[src/hdl/erac_pkg.sv]
package erac_pkg;

   // Register byte offsets (control and address are 64-bit, two 32-bit words each; status is one word)
   localparam logic [11:0] CTRL_LO_OFF      = 12'h008;
   localparam logic [11:0] CTRL_HI_OFF      = 12'h00c;
   localparam logic [11:0] STAT_OFF         = 12'h010;
   localparam logic [11:0] ADDR_LO_OFF      = 12'h018;
   localparam logic [11:0] ADDR_HI_OFF      = 12'h01c;

   // Address register field positions
   localparam int ADDR_SEC_BIT        = 63;
   localparam int ADDR_SECWRONG_BIT   = 62;
   localparam int ADDR_UNREL_BIT      = 61;
   localparam int ADDR_PA_MSB         = 55;

   // Control register field positions
   localparam int CTL_ED_BIT          = 0;
   localparam int CTL_IMP1_BIT        = 1;
   localparam int CTL_UI_BIT          = 2;
   localparam int CTL_FI_BIT          = 3;
   localparam int CTL_UE_BIT          = 4;
   localparam int CTL_WUI_BIT         = 5;
   localparam int CTL_WFI_BIT         = 6;
   localparam int CTL_WUE_BIT         = 7;
   localparam int CTL_CFI_BIT         = 8;
   localparam int CTL_CORRECTED_FAULT_IRQ_ENABLE_WR_BIT        = 9;
   localparam int CTL_DUI_BIT         = 10;
   localparam int CTL_DEFERRED_RECOVERY_IRQ_ENABLE_WR_BIT        = 11;

   // Status register bit positions (own layout)
   localparam int STAT_AV_BIT         = 0;

   // Reset values
   localparam logic [63:0] CTRL_RESET = 64'h0000_0000_0000_0000;
   localparam logic [63:0] ADDR_RESET = 64'h0000_0000_0000_0000;

   // Feature support codes per control
   typedef enum logic [1:0]
   {
      ERAC_FEAT_NONE  = 2'b00,
      ERAC_FEAT_FIXED = 2'b01,
      ERAC_FEAT_CTRL  = 2'b10,
      ERAC_FEAT_SPLIT = 2'b11
   } erac_feat_t;

   // Error event from the node
   typedef struct packed
   {
      logic        valid;
      logic        is_write;
      logic        corrected;
      logic        deferred;
      logic        uncorrected;
      logic        ce_overflow;
      logic        has_addr;
      logic        sec_attr;
      logic        sec_wrong;
      logic        addr_unrel;
      logic [55:0] paddr;
   } erac_err_t;

   // Effective enables after layout decode
   typedef struct packed
   {
      logic detect;
      logic abort;
      logic fault_irq;
      logic recovery_irq;
   } erac_resp_t;

endpackage

[src/hdl/erac_regs.sv]
// Summary of operation
// A recorded error with an address loads that address into the address register
// Software writes to the address register are dropped while address-valid is set
// Address bit 63 holds security attribute, zero secure, one non-secure
// Address bit 62 flags a possibly wrong security attribute
// Address bit 61 flags a possibly incomplete or incorrect physical address
// Bits 55 to 0 hold address; unimplemented and bits 60 to 56 read zero
// Enables for unsupported features read zero and ignore writes
// Only the first record of a node has a working control register
// Control bits 63:32 and 1 accept zero writes; bits 31:12 read zero
// Combined bit 10 raises recovery interrupt on every deferred error
// Enabled interrupts fire even when a lower priority syndrome is discarded
// Combined bit 8 raises fault interrupt on corrected errors; with a counter, only on corrected errors that overflow it
// Combined bit 4 answers uncorrected non-deferrable errors with an abort
// Combined bit 3 raises fault interrupt for deferred and uncorrected errors
// Combined bit 2 raises recovery interrupt for uncorrected non-deferred errors
// Split layout puts write enables at 11,9,7,6,5 and read enables at 10,8,4,3,2
// Combined layout reserved bits 11, 9, 7 to 5 read zero
// With bit 0 clear no detection or correction is done on reads
// Detection enable clears to zero on cold reset
// Combined or split layout is chosen per control at elaboration
`timescale 1ns/10ps
`default_nettype none

module erac_regs #(
   parameter int                  PA_WIDTH    = 56,
   parameter bit                  FIRST_REC   = 1'b1,
   parameter bit                  HAS_CE_CNT  = 1'b0,
   parameter erac_pkg::erac_feat_t FEAT_ED    = erac_pkg::ERAC_FEAT_CTRL,
   parameter erac_pkg::erac_feat_t FEAT_UI    = erac_pkg::ERAC_FEAT_CTRL,
   parameter erac_pkg::erac_feat_t FEAT_FI    = erac_pkg::ERAC_FEAT_CTRL,
   parameter erac_pkg::erac_feat_t FEAT_UE    = erac_pkg::ERAC_FEAT_CTRL,
   parameter erac_pkg::erac_feat_t FEAT_CFI   = erac_pkg::ERAC_FEAT_CTRL,
   parameter erac_pkg::erac_feat_t FEAT_DUI   = erac_pkg::ERAC_FEAT_CTRL,
   parameter bit                  ADDR_FLAGS_RW = 1'b1,
   parameter logic [31:0]         IMP_HI_MASK = 32'h0000_0000
)(
   input  wire logic                pclk,
   input  wire logic                presetn,
   input  wire logic                psel,
   input  wire logic                penable,
   input  wire logic                pwrite,
   input  wire logic [11:0]         paddr,
   input  wire logic [31:0]         pwdata,
   input  wire logic [3:0]          pstrb,
   output logic                     pready,
   output logic [31:0]              prdata,
   output logic                     pslverr,
   input  wire erac_pkg::erac_err_t err_in,
   input  wire logic                address_valid_flag,
   input  wire logic                txn_is_write,
   input  wire logic                txn_uncorr_nodefer,
   output logic                     detect_rd_en,
   output logic                     inband_abort,
   output logic                     fault_irq,
   output logic                     recovery_irq
);

   initial
   begin
      if (PA_WIDTH < 1 || PA_WIDTH > 56)
         $error("PA_WIDTH must be 1 to 56");
      if (FEAT_ED == erac_pkg::ERAC_FEAT_SPLIT || FEAT_ED == erac_pkg::ERAC_FEAT_NONE)
         $error("FEAT_ED must be fixed or controllable");
   end

   ////////////////////////////////////////////////////////////////////////////
   // Writable bit masks derived from supported features

   function automatic logic [11:0] feat_mask(input erac_pkg::erac_feat_t f,
                                             input int rb, input int wb);
      logic [11:0] m;
      m = 12'h000;
      if (f == erac_pkg::ERAC_FEAT_CTRL || f == erac_pkg::ERAC_FEAT_SPLIT)
         m[rb] = 1'b1;
      if (f == erac_pkg::ERAC_FEAT_SPLIT)
         m[wb] = 1'b1;
      return m;
   endfunction

   // Enable for a given direction; fixed features are always on
   function automatic logic eff_en(input erac_pkg::erac_feat_t f, input logic [11:0] c,
                                   input int rb, input int wb, input logic wr);
      logic e;
      e = 1'b0;
      unique case (f)
         erac_pkg::ERAC_FEAT_NONE:  e = 1'b0;
         erac_pkg::ERAC_FEAT_FIXED: e = 1'b1;
         erac_pkg::ERAC_FEAT_CTRL:  e = c[rb];
         erac_pkg::ERAC_FEAT_SPLIT: e = wr ? c[wb] : c[rb];
      endcase
      return e;
   endfunction

   localparam logic [11:0] CTL_MASK = FIRST_REC ? (
      feat_mask(FEAT_ED,  erac_pkg::CTL_ED_BIT,  erac_pkg::CTL_ED_BIT)  |
      feat_mask(FEAT_UI,  erac_pkg::CTL_UI_BIT,  erac_pkg::CTL_WUI_BIT) |
      feat_mask(FEAT_FI,  erac_pkg::CTL_FI_BIT,  erac_pkg::CTL_WFI_BIT) |
      feat_mask(FEAT_UE,  erac_pkg::CTL_UE_BIT,  erac_pkg::CTL_WUE_BIT) |
      feat_mask(FEAT_CFI, erac_pkg::CTL_CFI_BIT, erac_pkg::CTL_CORRECTED_FAULT_IRQ_ENABLE_WR_BIT) |
      feat_mask(FEAT_DUI, erac_pkg::CTL_DUI_BIT, erac_pkg::CTL_DEFERRED_RECOVERY_IRQ_ENABLE_WR_BIT)) : 12'h000;

   localparam logic [55:0] PA_MASK = 56'hff_ffff_ffff_ffff >> (56 - PA_WIDTH);

   ////////////////////////////////////////////////////////////////////////////
   // APB decode; zero wait state, unmapped reads zero and flag an error

   logic        wr_acc;
   logic        rd_acc;
   logic        mapped;
   logic [11:0] ctl_q;
   logic [31:0] imp_hi_q;
   logic [63:0] addr_q;

   assign pready = 1'b1;
   assign wr_acc = psel & penable & pwrite;
   assign rd_acc = psel & penable & ~pwrite;
   assign mapped = (paddr == erac_pkg::CTRL_LO_OFF) || (paddr == erac_pkg::CTRL_HI_OFF) ||
                   (paddr == erac_pkg::STAT_OFF)    || (paddr == erac_pkg::ADDR_LO_OFF) ||
                   (paddr == erac_pkg::ADDR_HI_OFF);
   assign pslverr = psel & penable & ~mapped;

   // Byte-lane merge of a 32-bit write word
   function automatic logic [31:0] merge(input logic [31:0] old, input logic [31:0] nw,
                                         input logic [3:0] st);
      logic [31:0] r;
      r = old;
      for (int i = 0; i < 4; i++)
         if (st[i])
            r[i*8 +: 8] = nw[i*8 +: 8];
      return r;
   endfunction

   ////////////////////////////////////////////////////////////////////////////
   // Control register

   // Merged write words; a function result cannot be part-selected directly
   logic [31:0] ctl_merged;
   logic [31:0] addr_hi_merged;

   assign ctl_merged     = merge({20'h00000, ctl_q}, pwdata, pstrb);
   assign addr_hi_merged = merge(addr_q[63:32], pwdata, pstrb);

   always_ff @(posedge pclk or negedge presetn)
   begin
      if (!presetn)
         ctl_q <= erac_pkg::CTRL_RESET[11:0];
      else if (wr_acc && paddr == erac_pkg::CTRL_LO_OFF)
         ctl_q <= ctl_merged[11:0] & CTL_MASK;
   end

   // Upper controls hold only bits the build declares implemented
   always_ff @(posedge pclk or negedge presetn)
   begin
      if (!presetn)
         imp_hi_q <= erac_pkg::CTRL_RESET[63:32];
      else if (wr_acc && paddr == erac_pkg::CTRL_HI_OFF && FIRST_REC)
         imp_hi_q <= merge(imp_hi_q, pwdata, pstrb) & IMP_HI_MASK;
   end

   ////////////////////////////////////////////////////////////////////////////
   // Address register: capture beats software write

   logic [63:0] addr_cap;
   logic        flag_wmask;

   assign flag_wmask = ADDR_FLAGS_RW;
   assign addr_cap = {err_in.sec_attr, err_in.sec_wrong, err_in.addr_unrel,
                      5'h00, err_in.paddr & PA_MASK};

   always_ff @(posedge pclk or negedge presetn)
   begin
      if (!presetn)
         addr_q <= erac_pkg::ADDR_RESET;
      else if (err_in.valid && err_in.has_addr)
         addr_q <= addr_cap;
      else if (wr_acc && !address_valid_flag)
      begin
         if (paddr == erac_pkg::ADDR_LO_OFF)
            addr_q[31:0] <= merge(addr_q[31:0], pwdata, pstrb);
         else if (paddr == erac_pkg::ADDR_HI_OFF)
         begin
            addr_q[55:32] <= addr_hi_merged[23:0] & PA_MASK[55:32];
            if (flag_wmask)
               addr_q[62:61] <= addr_hi_merged[30:29];
            addr_q[63]    <= addr_hi_merged[31];
         end
      end
   end

   ////////////////////////////////////////////////////////////////////////////
   // Read data

   always_ff @(posedge pclk or negedge presetn)
   begin
      if (!presetn)
         prdata <= 32'h0000_0000;
      else if (psel && !penable && !pwrite)
      begin
         unique case (paddr)
            erac_pkg::CTRL_LO_OFF: prdata <= {20'h00000, ctl_q};
            erac_pkg::CTRL_HI_OFF: prdata <= imp_hi_q;
            erac_pkg::STAT_OFF:    prdata <= {31'h0000_0000, address_valid_flag};
            erac_pkg::ADDR_LO_OFF: prdata <= addr_q[31:0] & PA_MASK[31:0];
            erac_pkg::ADDR_HI_OFF: prdata <= {addr_q[63:61], 5'h00,
                                              addr_q[55:32] & PA_MASK[55:32]};
            default:               prdata <= 32'h0000_0000;
         endcase
      end
   end

   ////////////////////////////////////////////////////////////////////////////
   // Responses; interrupts use the error's direction, the abort uses the transaction's direction

   logic wr_dir;
   logic en_ed;
   logic en_ui;
   logic en_fi;
   logic en_cfi;
   logic en_dui;
   logic ce_hit;

   assign wr_dir = err_in.is_write;
   assign en_ed  = FIRST_REC && eff_en(FEAT_ED, ctl_q, erac_pkg::CTL_ED_BIT,
                                       erac_pkg::CTL_ED_BIT, 1'b0);
   assign en_ui  = eff_en(FEAT_UI, ctl_q, erac_pkg::CTL_UI_BIT, erac_pkg::CTL_WUI_BIT, wr_dir);
   assign en_fi  = eff_en(FEAT_FI, ctl_q, erac_pkg::CTL_FI_BIT, erac_pkg::CTL_WFI_BIT, wr_dir);
   assign en_cfi = eff_en(FEAT_CFI, ctl_q, erac_pkg::CTL_CFI_BIT, erac_pkg::CTL_CORRECTED_FAULT_IRQ_ENABLE_WR_BIT,
                          wr_dir);
   assign en_dui = eff_en(FEAT_DUI, ctl_q, erac_pkg::CTL_DUI_BIT, erac_pkg::CTL_DEFERRED_RECOVERY_IRQ_ENABLE_WR_BIT,
                          wr_dir);
   assign ce_hit = err_in.corrected & (HAS_CE_CNT ? err_in.ce_overflow : 1'b1);

   assign detect_rd_en = en_ed;

   // Abort is combinational so it can join the transaction's own response
   assign inband_abort = en_ed & txn_uncorr_nodefer &
                         eff_en(FEAT_UE, ctl_q, erac_pkg::CTL_UE_BIT,
                                erac_pkg::CTL_WUE_BIT, txn_is_write);

   // Record priority is not consulted: discarded syndromes still interrupt
   always_ff @(posedge pclk or negedge presetn)
   begin
      if (!presetn)
      begin
         fault_irq    <= 1'b0;
         recovery_irq <= 1'b0;
      end
      else
      begin
         fault_irq    <= err_in.valid &&
                         ((en_fi && (err_in.deferred || err_in.uncorrected)) ||
                          (en_cfi && ce_hit) ||
                          (FEAT_CFI == erac_pkg::ERAC_FEAT_NONE && en_fi && ce_hit));
         recovery_irq <= err_in.valid &&
                         ((en_dui && err_in.deferred) ||
                          (en_ui && err_in.uncorrected && !err_in.deferred));
      end
   end

endmodule
`default_nettype wire

[config.mk]
export PLATFORM = sky130hd
export DESIGN_NAME = erac_regs
export DESIGN_NICKNAME = d
export VERILOG_FILES = /design/src/hdl/erac_pkg.sv /design/src/hdl/erac_regs.sv
export SDC_FILE = /design/constraint.sdc
export NUM_CORES = 1
export LEC_CHECK = 0
export BUFFER_PORTS_ARGS = -buffer_cell sky130_fd_sc_hd__clkbuf_2
export CAP_MARGIN = 25
export CORE_ASPECT_RATIO = 0.9
export CORE_MARGIN = 3
export CORE_UTILIZATION = 40
export DETAILED_ROUTE_END_ITERATION = 6
export GPL_TIMING_DRIVEN = 0
export MAX_ROUTING_LAYER = met4
export PLACE_DENSITY = 0.71
export REMOVE_ABC_BUFFERS = 1
export SLEW_MARGIN = 10
export SYNTH_ARGS = -nofsm -noshare
export SYNTH_HDL_FRONTEND = slang
export SYNTH_SLANG_ARGS = --single-unit
[constraint.sdc]
create_clock -name pclk -period 3.9 [get_ports pclk]
set_input_delay 0.975 -clock pclk [delete_from_list [all_inputs] [get_ports pclk]]
set_output_delay 0.975 -clock pclk [all_outputs]
set_load 0.05 [all_outputs]
### Yosys cells after proc, flatten, opt, wreduce, memory -nomap -nowiden

Index checks and enable logic that the tools add are counted.

* register bits after elaboration: 99
* logic and storage cells: 80
* output and inout port bits: 38

* equality and inequality tests: 6
* bitwise gates (word level): 6
* reductions and logical operators: 40
* multiplexer cells: 15

Operators with widths (count)
* $pmux 32 s4: 1
* $mux 56: 2
* $mux 24: 2
* $mux 8: 5
* $eq 12x5->1 const B: 3
* $mux 32: 1
* $eq 12x4->1 const B: 2
* $reduce_and 4->1: 4
* $reduce_bool 2->1: 7
* $logic_and 1x1->1: 12
* $mux 3: 4
* $reduce_and 3->1: 4
* $logic_or 1x1->1: 7
* $and 1x1->1: 5
* $logic_not 1->1: 4
* $reduce_and 2->1: 2
* $ne 2x1->1 const B: 1
* $not 1->1: 1

### Depth between registers and ports, before layout

Gate-level depths: netlist of the first run.

* depth in word-level cells: 7
* gate-level depth with buffers: 7
* gate-level depth less buffers: 4

### Least setup slack after synthesis of the first run

Ideal clock, no wire load.

* path type: in2out
* from: input paddr[9]
* to: output pslverr
* slack: 0.337 ns
* data required time: 2.925 ns
* data arrival time: 2.588 ns
* cell stages on the path: 6
* cell sequence: or4_1 -> buf_2 -> nor3_2 -> buf_2 -> buf_2 -> a21oi_1

* cells in the longest elaborated chain, start to end: 7

Ends and longest elaborated chain
* start: declaration: line erac_regs.sv:43 `input wire logic [11:0] paddr,`
* $eq 12x4->1 (on tied branches)
* $logic_or 1x1->1 (2 in series): line erac_regs.sv:118 `assign mapped = (paddr == erac_pkg::CTRL_LO_OFF) || (paddr == erac_pkg::CTRL_HI_OFF) ||`
* $logic_or 1x1->1: line erac_regs.sv:119 `(paddr == erac_pkg::STAT_OFF) || (paddr == erac_pkg::ADDR_LO_OFF) ||`
* $logic_or 1x1->1 (*): line erac_regs.sv:119
* $not 1->1 (*): line erac_regs.sv:121 `assign pslverr = psel & penable & ~mapped;`
* $and 1x1->1 (*): line erac_regs.sv:121
* end: declaration: line erac_regs.sv:48 `output logic pslverr,`

Mark *: on every way between the ends. The rest lies on a longest branch, timed or not.

### Final worst setup path of the first run

Same ends and word-level chain as after synthesis.

==> results of run 1 <==
[report_power, final]
group / switching, W / internal, W
Combinational: 0.000158 / 0.000111
Clock: 0.000386 / 0.000633
Sequential: 0.0000388 / 0.00111
Total: 0.000583 / 0.00185
[stage by stage]
step	util	TNS, ns
final	0.527	0
after global routing	0.527	0
after CTS	0.526	0
after detailed placement	0.496	-0.309
after global placement	0.481	-45.98
after floorplan	-	-0.363
[worst min-delay path by stage]
stage	cells after the start	startpoint	endpoint	slack, ns
4_1_cts	2	prdata[26]$_DFFE_PN0P_	prdata[26]$_DFFE_PN0P_	0.47
3_5_place_dp	2	prdata[26]$_DFFE_PN0P_	prdata[26]$_DFFE_PN0P_	0.46
5_1_grt	2	prdata[26]$_DFFE_PN0P_	prdata[26]$_DFFE_PN0P_	0.48
3_3_place_gp	2	prdata[26]$_DFFE_PN0P_	prdata[26]$_DFFE_PN0P_	0.45
6_report	2	prdata[26]$_DFFE_PN0P_	prdata[26]$_DFFE_PN0P_	0.47
2_1_floorplan	2	addr_q[42]$_DFFE_PN0P_	prdata[10]$_DFFE_PN0P_	0.45
[routing by layer]
| metal | share of wire | vias up | wire (um) |
|---|---|---|---|
| li1 | - | 2269 | - |
| met1 | 0.42 | 2276 | 6450 |
| met2 | 0.48 | 250 | 7420 |
| met3 | 0.089 | 27 | 1380 |
| met4 | 0.017 | 0 | 270 |
| met5 | 0 | - | 0 |
[sequential cells by signal, indices dropped and copies added, names as in the netlist]
register and count:
ctl_q 6, fault_irq 1, recovery_irq 1, addr_q 59
prdata 32
[cells by family (layout without fill, tap and decap cells)]
group                  after synthesis  count (layout)
AOI/OAI and AO/OA                  172             172
muxes                               12              12
other                                1               1
buffers and inverters               54             187
DFF                                 99              99
and+or+nand+nor                    207             207
[cell usage in the layout (no fill, tap or decap), drive strengths merged]
cell type / netlist / routed
a21boi: 1 / 1
a21oi: 1 / 1
a22oi: 26 / 26
a31oi: 59 / 59
a32oi: 1 / 1
and2: 1 / 1
and2b: 1 / 1
and3: 2 / 2
and4b: 1 / 1
buf: 27 / 11
bufinv: 0 / 2
clkbuf: 22 / 168
clkinvlp: 0 / 1
conb: 1 / 1
dfrtp: 99 / 99
inv: 5 / 5
mux2: 11 / 11
mux2i: 1 / 1
nand2: 46 / 46
nand3: 48 / 48
nand4: 28 / 28
nand4b: 2 / 2
nor2: 62 / 62
nor3: 1 / 1
nor3b: 1 / 1
nor4: 6 / 6
o211ai: 1 / 1
o21ai: 83 / 83
or2: 1 / 1
or3: 2 / 2
or3b: 1 / 1
or4: 2 / 2
or4b: 2 / 2
[tightest hold or removal path, cell delays in order (launching register included)]
cell,delay [ns]
dfrtp_1,0.34
nand2_1,0.05
nand2_1,0.05
[final cells by class]
cell class                 instances  area share
timing repair buffer             166       0.152
clock inverter                     3      0.0109
tap                              156      0.0315
inverter                           5     0.00303
sequential                        99       0.400
clock buffer                      13      0.0452
multi-input combinational        392       0.357
[repair_timing]
item,4_1_cts,5_1_grt
endpoints found under the hold margin,0,0
setup buffers,1,0
hold buffers,0,0
setup endpoints to repair,1,0
==> results.json, run 1 <==
{
  "clk_pin_slew_ns": 0.07,
  "dieArea_um2": 13700,
  "dpl_cell_area_um2": 5830,
  "gp_congestion": 0.817,
  "max-cap-violations": 0,
  "synthAdderAreaFrac": 0,
  "io_buffers": 155,
  "layoutNonFillerInstCount": 834,
  "end_kind": "output port",
  "fin_ws_ns": 0.0792,
  "nets": 795,
  "grt_overflow_total": 0,
  "ant_nets": 0,
  "htree_levels": 3,
  "synthXorXnorAreaFrac": 0,
  "worst_slew_pin_slew_ns": 1.00,
  "finalCritPeriodShare": 0.980,
  "reg2reg_slack_ns": 2.78,
  "power_w": 0.00243,
  "cts_tree": "yes",
  "fin_skew_ns": 0.00926,
  "worst_skew_pair.late_latency_ns": 0.35,
  "place.detailed.hpwl_mm": 10.7,
  "synth.most_common_cell": "dfrtp_1",
  "r2r_start": "ctl_q[0]$_DFFE_PN0P_",
  "ff_latch_area_um2": 2480,
  "synth_edf_count": 0,
  "wirelength_mm": 15.5,
  "grt_pass1_vias": 4782,
  "core_um2": 11800,
  "synthSimpleGateAreaFrac": 0.212,
  "area_growth_syn_to_layout_pct": 25.5,
  "hold_path_class": "flop to flop",
  "grt_pass1_wl_mm": 24.3,
  "fmax_ghz": 0.262,
  "busiest_layer": "met2",
  "ctsResizeCount": 0,
  "postSynth.asyncResetShare": 1.00,
  "path_cells": "clkbuf_2, or4_1, nor3_4, buf_6, buf_6, a21oi_1, clkbuf_2",
  "yosys_warnings": 0,
  "die_width_um": 123,
  "status": "completed",
  "avgSynthCellArea_um2": 9.06,
  "drt-initial-drc-count": 503,
  "whs_ns": 0.467,
  "synth_top_area_share": 0.502,
  "ys.flop_type": "dfrtp_1",
  "crit_path_start_kind": "input pin",
  "ys_seq_area_frac": 0.502,
  "ys_types": 38,
  "worstReg2RegEnd": "prdata[0]$_DFFE_PN0P_",
  "path_class": "input pin to output port",
  "multiInputGateArea_um2": 2210,
  "synth_cells": 545,
  "grt_use_met3": 0.0462,
  "start_util": 0.420,
  "ios": 160,
  "critPathArrivalTime_ns": 2.85,
  "power_density_nw_per_um2": 392,
  "setup_viol": 0,
  "stdcell_area_um2": 6200,
  "post-place-ws_ns": -0.222,
  "cts_root_buf": "clkbuf_16",
  "num_vias": 4822,
  "drc": 0,
  "synthTopCellsByCount": "99 x dfrtp_1, 62 x nor2_1, 59 x a31oi_1, 55 x o21ai_1, 48 x nand3_1",
  "synth_compound_area_frac": 0.204,
  "yosys.area.top_type": "dfrtp_1",
  "fp.dieH_um": 111,
  "n_antenna_cell": 0,
  "firstDrtPassIters": 5,
  "cp.depth": 7,
  "grtUsageMet2": 0.360,
  "relSlewSlack": 0.332,
  "antenna_found_initial": 0,
  "netlist_area_um2": 4940,
  "gr-usage-all-layers": 0.232,
  "startpoint": "paddr[9]",
  "reg2reg_depth": 4,
  "place_inst": 816,
  "post_synth_mux_area_share": 0.0271,
  "final_max_slew_viol_count": 0,
  "route.detailed.vias_per_inst": 5.78,
  "cp_max_fo": 11,
  "synthTopCellsByArea": "dfrtp_1 50%, a31oi_1 7.5%, o21ai_1 5.6%",
  "synth_top_family_by_area": "simple AND/OR/NAND/NOR gates",
  "clk_path_buf_depth": 2,
  "layout-drive-gt1-share": 0.304,
  "required_ns": 2.92,
  "ys_ff_latch": 99,
  "cp-endpoint": "pslverr",
  "hold_viol_final": 0,
  "slowest_delay_ns": 0.79,
  "critical_path_buf_inv_count": 4,
  "cts_sinks": 99,
  "wire_per_inst_um": 18.6,
  "power_leakage_nw": 2.73,
  "period_needed_ns": 3.82,
  "n_fill_cell": 1132,
  "grtUsageMet1": 0.309,
  "row_count": 37,
  "ir_worst_vdd_mv": 0.238,
  "grt_max_degree": 100,
  "cts_buffers": 9,
  "cp_top_family": "simple AND/OR/NAND/NOR gates",
  "rsz0062_at_grt": "false",
  "slowest_stage": "or4_1"
}
Power figures use the tool's default switching activity.
==> run 2, diff against run 1 <==
Settings changed: CORE_ASPECT_RATIO 0.9 to 1.2.
==> run 2 against run 1 <==
Compared with the run above: die area is essentially flat; power shrank 3.0%; global-route usage grew 0.84 points; critical endpoint unchanged; highest routed layer unchanged.
==> results.json, run 2 (same netlist as run 1, synthesis figures left out) <==
{
  "critical_path_buf_inv_count": 3,
  "max-cap-violations": 0,
  "regMostFlops": "addr_q",
  "row_count": 43,
  "cts_tree": "yes",
  "firstDrtPassIters": 5,
  "setup_viol": 0,
  "dieArea_um2": 13700,
  "dpl_cell_area_um2": 5830,
  "fmax_ghz": 0.270,
  "power_density_nw_per_um2": 382,
  "path_cells": "clkbuf_2, or4_1, nor3_4, buf_8, a21oi_1, clkbuf_2",
  "clk_pin_slew_ns": 0.06,
  "hold_viol_final": 0,
  "ir_worst_vdd_mv": 0.156,
  "crit_path_start_kind": "input pin",
  "num_vias": 4832,
  "status": "completed",
  "power_leakage_nw": 2.72,
  "hold_path_class": "flop to flop",
  "layout-drive-gt1-share": 0.301,
  "n_antenna_cell": 0,
  "largest_reg_flops": 59,
  "wire_per_inst_um": 18.8,
  "critPathArrivalTime_ns": 2.73,
  "end_kind": "output port",
  "clk_path_buf_depth": 2,
  "nets": 797,
  "post-place-ws_ns": -0.347,
  "fp.dieH_um": 128,
  "ctsResizeCount": 0,
  "drc": 0,
  "cts_sinks": 99,
  "io_buffers": 155,
  "grt_pass1_vias": 4895,
  "n_fill_cell": 1146,
  "finalCritPeriodShare": 0.950,
  "path_class": "input pin to output port",
  "multiInputGateArea_um2": 2220,
  "route.detailed.vias_per_inst": 5.77,
  "slowest_stage": "or4_1",
  "fin_ws_ns": 0.193,
  "gp_congestion": 0.785,
  "ff_latch_area_um2": 2480,
  "cts_buffers": 9,
  "cp_common_cell": "clkbuf_2",
  "stdcell_area_um2": 6170,
  "wirelength_mm": 15.7,
  "place.detailed.hpwl_mm": 10.5,
  "cts_root_buf": "clkbuf_16",
  "required_ns": 2.92,
  "drt-initial-drc-count": 481,
  "rsz0062_at_grt": "false",
  "gr-usage-all-layers": 0.240,
  "fin_skew_ns": 0.00774,
  "period_needed_ns": 3.71,
  "grt_overflow_total": 0,
  "power_w": 0.00236,
  "area_growth_syn_to_layout_pct": 25.0,
  "relSlewSlack": 0.402,
  "die_width_um": 107,
  "grt_max_degree": 100,
  "core_um2": 11800,
  "worst_slew_pin_slew_ns": 0.889,
  "layout.cells.most_common_list": "154 x clkbuf_2, 99 x dfrtp_1, 61 x nor2_1",
  "slowest_delay_ns": 0.81,
  "final_max_slew_viol_count": 0,
  "grt_pass1_wl_mm": 25.1,
  "reg_top3": "addr_q (59), prdata (32), ctl_q (6)",
  "antenna_found_initial": 0,
  "cp_max_fo": 15,
  "ant_nets": 0,
  "mostFrequentLayoutCell": "clkbuf_2",
  "tns_ns": 0,
  "whs_ns": 0.467,
  "htree_levels": 3,
  "start_util": 0.417,
  "cp_top_family": "simple AND/OR/NAND/NOR gates",
  "ios": 160,
  "worst_skew_pair.late_latency_ns": 0.35
}
[run 2: layout make-up]
class / instances / area share
well taps: 157 / 0.0318
multi-input cells: 392 / 0.359
flip-flops and latches: 99 / 0.401
clock buffers: 12 / 0.0383
inverters: 5 / 0.00304
clock inverters: 4 / 0.0122
repair buffers: 168 / 0.154
[run 2: where the power goes]
part	switching, W	total, W	internal, W
combinational	0.000157	0.000267	0.000111
clock	0.000383	0.000946	0.000563
sequential	0.0000397	0.00114	0.00111
total	0.000579	0.00236	0.00178
[run 2: timing repair]
item                                    CTS  global route
hold buffers                              0             0
setup buffers                             1             0
endpoints found under the setup margin    1             0
[run 2: layer usage]
metal	wire (um)	vias to the layer above	track usage
met1	6580	2322	0.312
met5	0	-	-
met4	257	0	0.0750
li1	-	2271	-
met2	7750	218	0.388
met3	1120	21	0.0393
[run 2: worst register-to-register path: stages, from the launching register on]
cell and delay (ns):
dfrtp_1 0.40, mux2i_1 0.11, nor4_1 0.19, nor2_1 0.07, a32oi_1 0.19
[run 2: path summary, 6_finish.rpt]
check                                        from                      to  slack [ns]  depth (start not counted)
max                                      paddr[9]                 pslverr        0.19                          6
min in group asynchronous                 presetn  addr_q[27]$_DFFE_PN0P_        0.71                          1
max reg2reg                  ctl_q[0]$_DFFE_PN0P_   prdata[0]$_DFFE_PN0P_        2.87                          4
min reg2reg                prdata[26]$_DFFE_PN0P_  prdata[26]$_DFFE_PN0P_        0.47                          2
min                        prdata[26]$_DFFE_PN0P_  prdata[26]$_DFFE_PN0P_        0.47                          2
max in group asynchronous                 presetn  addr_q[37]$_DFFE_PN0P_        2.65                          1
[run 2: per-stage QoR]
step | utilization | std cells
detailed placement | 0.492 | 818
global route | 0.522 | 837
finish | 0.522 | 837
floorplan | - | 496
CTS | 0.519 | 835
global placement | 0.478 | 808
==> run 3, diff against run 2 <==
--- a/config.mk
+++ b/config.mk
@@ -12,5 +12,5 @@
 export CORE_UTILIZATION = 40
 export DETAILED_ROUTE_END_ITERATION = 6
-export GPL_TIMING_DRIVEN = 0
+export GPL_TIMING_DRIVEN = 1
 export MAX_ROUTING_LAYER = met4
 export PLACE_DENSITY = 0.71
==> constraint.sdc (replaced) <==
create_clock -name pclk -period 4.6 [get_ports pclk]
set_input_delay 0.23 -clock pclk [delete_from_list [all_inputs] [get_ports pclk]]
set_output_delay 0.23 -clock pclk [all_outputs]
set_load 0.05 [all_outputs]
==> run 3 against run 2 <==
Compared with the run above: first-iteration DRC count is 28% lower; worst setup slack gained 2.0 ns; global-route usage is 0.66 points lower; register-to-register slack gained 0.70 ns; clock skew shrank 0.0051 ns; cell count is 0.72% lower; final area decreased by 2.2%; non-clock buffer count is 3 lower; routed wire length is 0.95% lower; largest cell class unchanged; clock power shrank 28%; critical endpoint unchanged; worst hold slack lost 0.33 ns.
==> results.json, run 3 (same netlist as run 1, synthesis figures left out) <==
{
  "firstDrtPassIters": 5,
  "n_antenna_cell": 0,
  "slowest_stage": "or4_1",
  "slowest_delay_ns": 0.80,
  "critPathArrivalTime_ns": 2.21,
  "drc": 0,
  "cts_tree": "yes",
  "n_fill_cell": 1194,
  "io_buffers": 155,
  "fp.dieH_um": 128,
  "die_width_um": 107,
  "core_um2": 11800,
  "cts_buffers": 9,
  "mostFrequentLayoutCell": "clkbuf_2",
  "area_growth_syn_to_layout_pct": 22.3,
  "grt_pass1_wl_mm": 24.6,
  "dieArea_um2": 13700,
  "period_needed_ns": 2.44,
  "worst_skew_pair.late_latency_ns": 0.33,
  "row_count": 43,
  "num_vias": 4827,
  "whs_ns": 0.138,
  "layout.cells.most_common_list": "154 x clkbuf_2, 99 x dfrtp_1, 61 x nor2_1",
  "wire_per_inst_um": 18.7,
  "power_w": 0.00188,
  "path_cells": "clkbuf_2, or4_1, nor3_4, buf_4, a21oi_1, clkbuf_2",
  "nets": 794,
  "power_leakage_nw": 2.67,
  "reg_top3": "addr_q (59), prdata (32), ctl_q (6)",
  "finalCritPeriodShare": 0.530,
  "relSlewSlack": 0.326,
  "worst_slew_pin_slew_ns": 1.01,
  "fin_skew_ns": 0.00264,
  "gp_congestion": 0.797,
  "tns_ns": 0,
  "fin_ws_ns": 2.16,
  "grt_pass1_vias": 4901,
  "ctsResizeCount": 0,
  "status": "completed",
  "crit_path_start_kind": "input pin",
  "power_density_nw_per_um2": 311,
  "fmax_ghz": 0.410,
  "rsz0062_at_grt": "false",
  "ios": 160,
  "setup_viol": 0,
  "route.detailed.vias_per_inst": 5.81,
  "wirelength_mm": 15.6,
  "antenna_found_initial": 0,
  "grt_max_degree": 65,
  "cts_root_buf": "clkbuf_16",
  "clk_pin_slew_ns": 0.06,
  "end_kind": "output port",
  "required_ns": 4.37,
  "ant_nets": 0,
  "reg2reg_slack_ns": 3.57,
  "htree_levels": 3,
  "grt_overflow_total": 0,
  "start_util": 0.417,
  "fin_util": 0.510,
  "gr-usage-all-layers": 0.234,
  "post-cts-setup-buffer-count": 0,
  "ff_latch_area_um2": 2480,
  "ir_worst_vdd_mv": 0.150,
  "hold_viol_final": 0,
  "post-place-ws_ns": 1.85,
  "cts_sinks": 99,
  "hold_path_class": "input pin to flop",
  "layout-drive-gt1-share": 0.294,
  "final_max_slew_viol_count": 0,
  "path_class": "input pin to output port",
  "cp_max_fo": 29,
  "clk_path_buf_depth": 2,
  "drt-initial-drc-count": 344,
  "place.detailed.hpwl_mm": 10.4,
  "largest_reg_flops": 59,
  "cp_common_cell": "clkbuf_2",
  "regMostFlops": "addr_q",
  "max-cap-violations": 0,
  "multiInputGateArea_um2": 2210
}
==> run 3: cell count changes in the layout (fill, tap and decap cells not counted), sizes merged <==
cell / change
buf: -3
bufinv: -2
clkinvlp: -2
dlygate4sd3: +1
==> run 3: timing repair <==
action                                  CTS  global route
hold buffers                              1             0
endpoints found under the setup margin    0             0
hold endpoints to repair                 41             0
==> run 3: cell type report <==
type	instances	area share
Multi-Input combinational cell	392	0.367
Tap cell	157	0.0325
Sequential cell	99	0.410
Clock buffer	13	0.0414
Timing Repair Buffer	165	0.146
Inverter	5	0.00311
==> run 3: report_power, final <==
part	switching, W	internal (W)	total, W
registers	0.0000337	0.000937	0.000971
clock network	0.000304	0.000374	0.000678
logic	0.000135	0.0000946	0.000229
==> run 3: worst max-delay path: cells and delay by family <==
kind | cells | cell delay (ns)
AOI/OAI and AO/OA | 1 | 0.18
and+or+nand+nor | 2 | 1.06
buffers and inverters | 3 | 0.73
==> run 3: routing by layer <==
| layer | part of all wire | track usage |
|---|---|---|
| met5 | 0 | - |
| met4 | 0.0093 | 0.0587 |
| met3 | 0.079 | 0.0428 |
| met2 | 0.49 | 0.381 |
| met1 | 0.42 | 0.304 |
==> run 3: path summary, 6_finish.rpt <==
check	from	to	depth (start not counted)
worst max register to register	ctl_q[0]$_DFFE_PN0P_	prdata[0]$_DFFE_PN0P_	4
worst min register to register	prdata[27]$_DFFE_PN0P_	prdata[27]$_DFFE_PN0P_	2
worst min-delay path	err_in[63]	fault_irq$_DFF_PN0_	3
worst max-delay path	paddr[9]	pslverr	6
max in group asynchronous	presetn	addr_q[37]$_DFFE_PN0P_	3
min in group asynchronous	presetn	prdata[28]$_DFFE_PN0P_	2
==> run 3: through the flow <==
step                cell area, um^2  std cells
global route                   6040        831
detailed placement             5770        816
CTS                            6030        830
finish                         6040        831
global placement               5740        815
floorplan                      4690        496
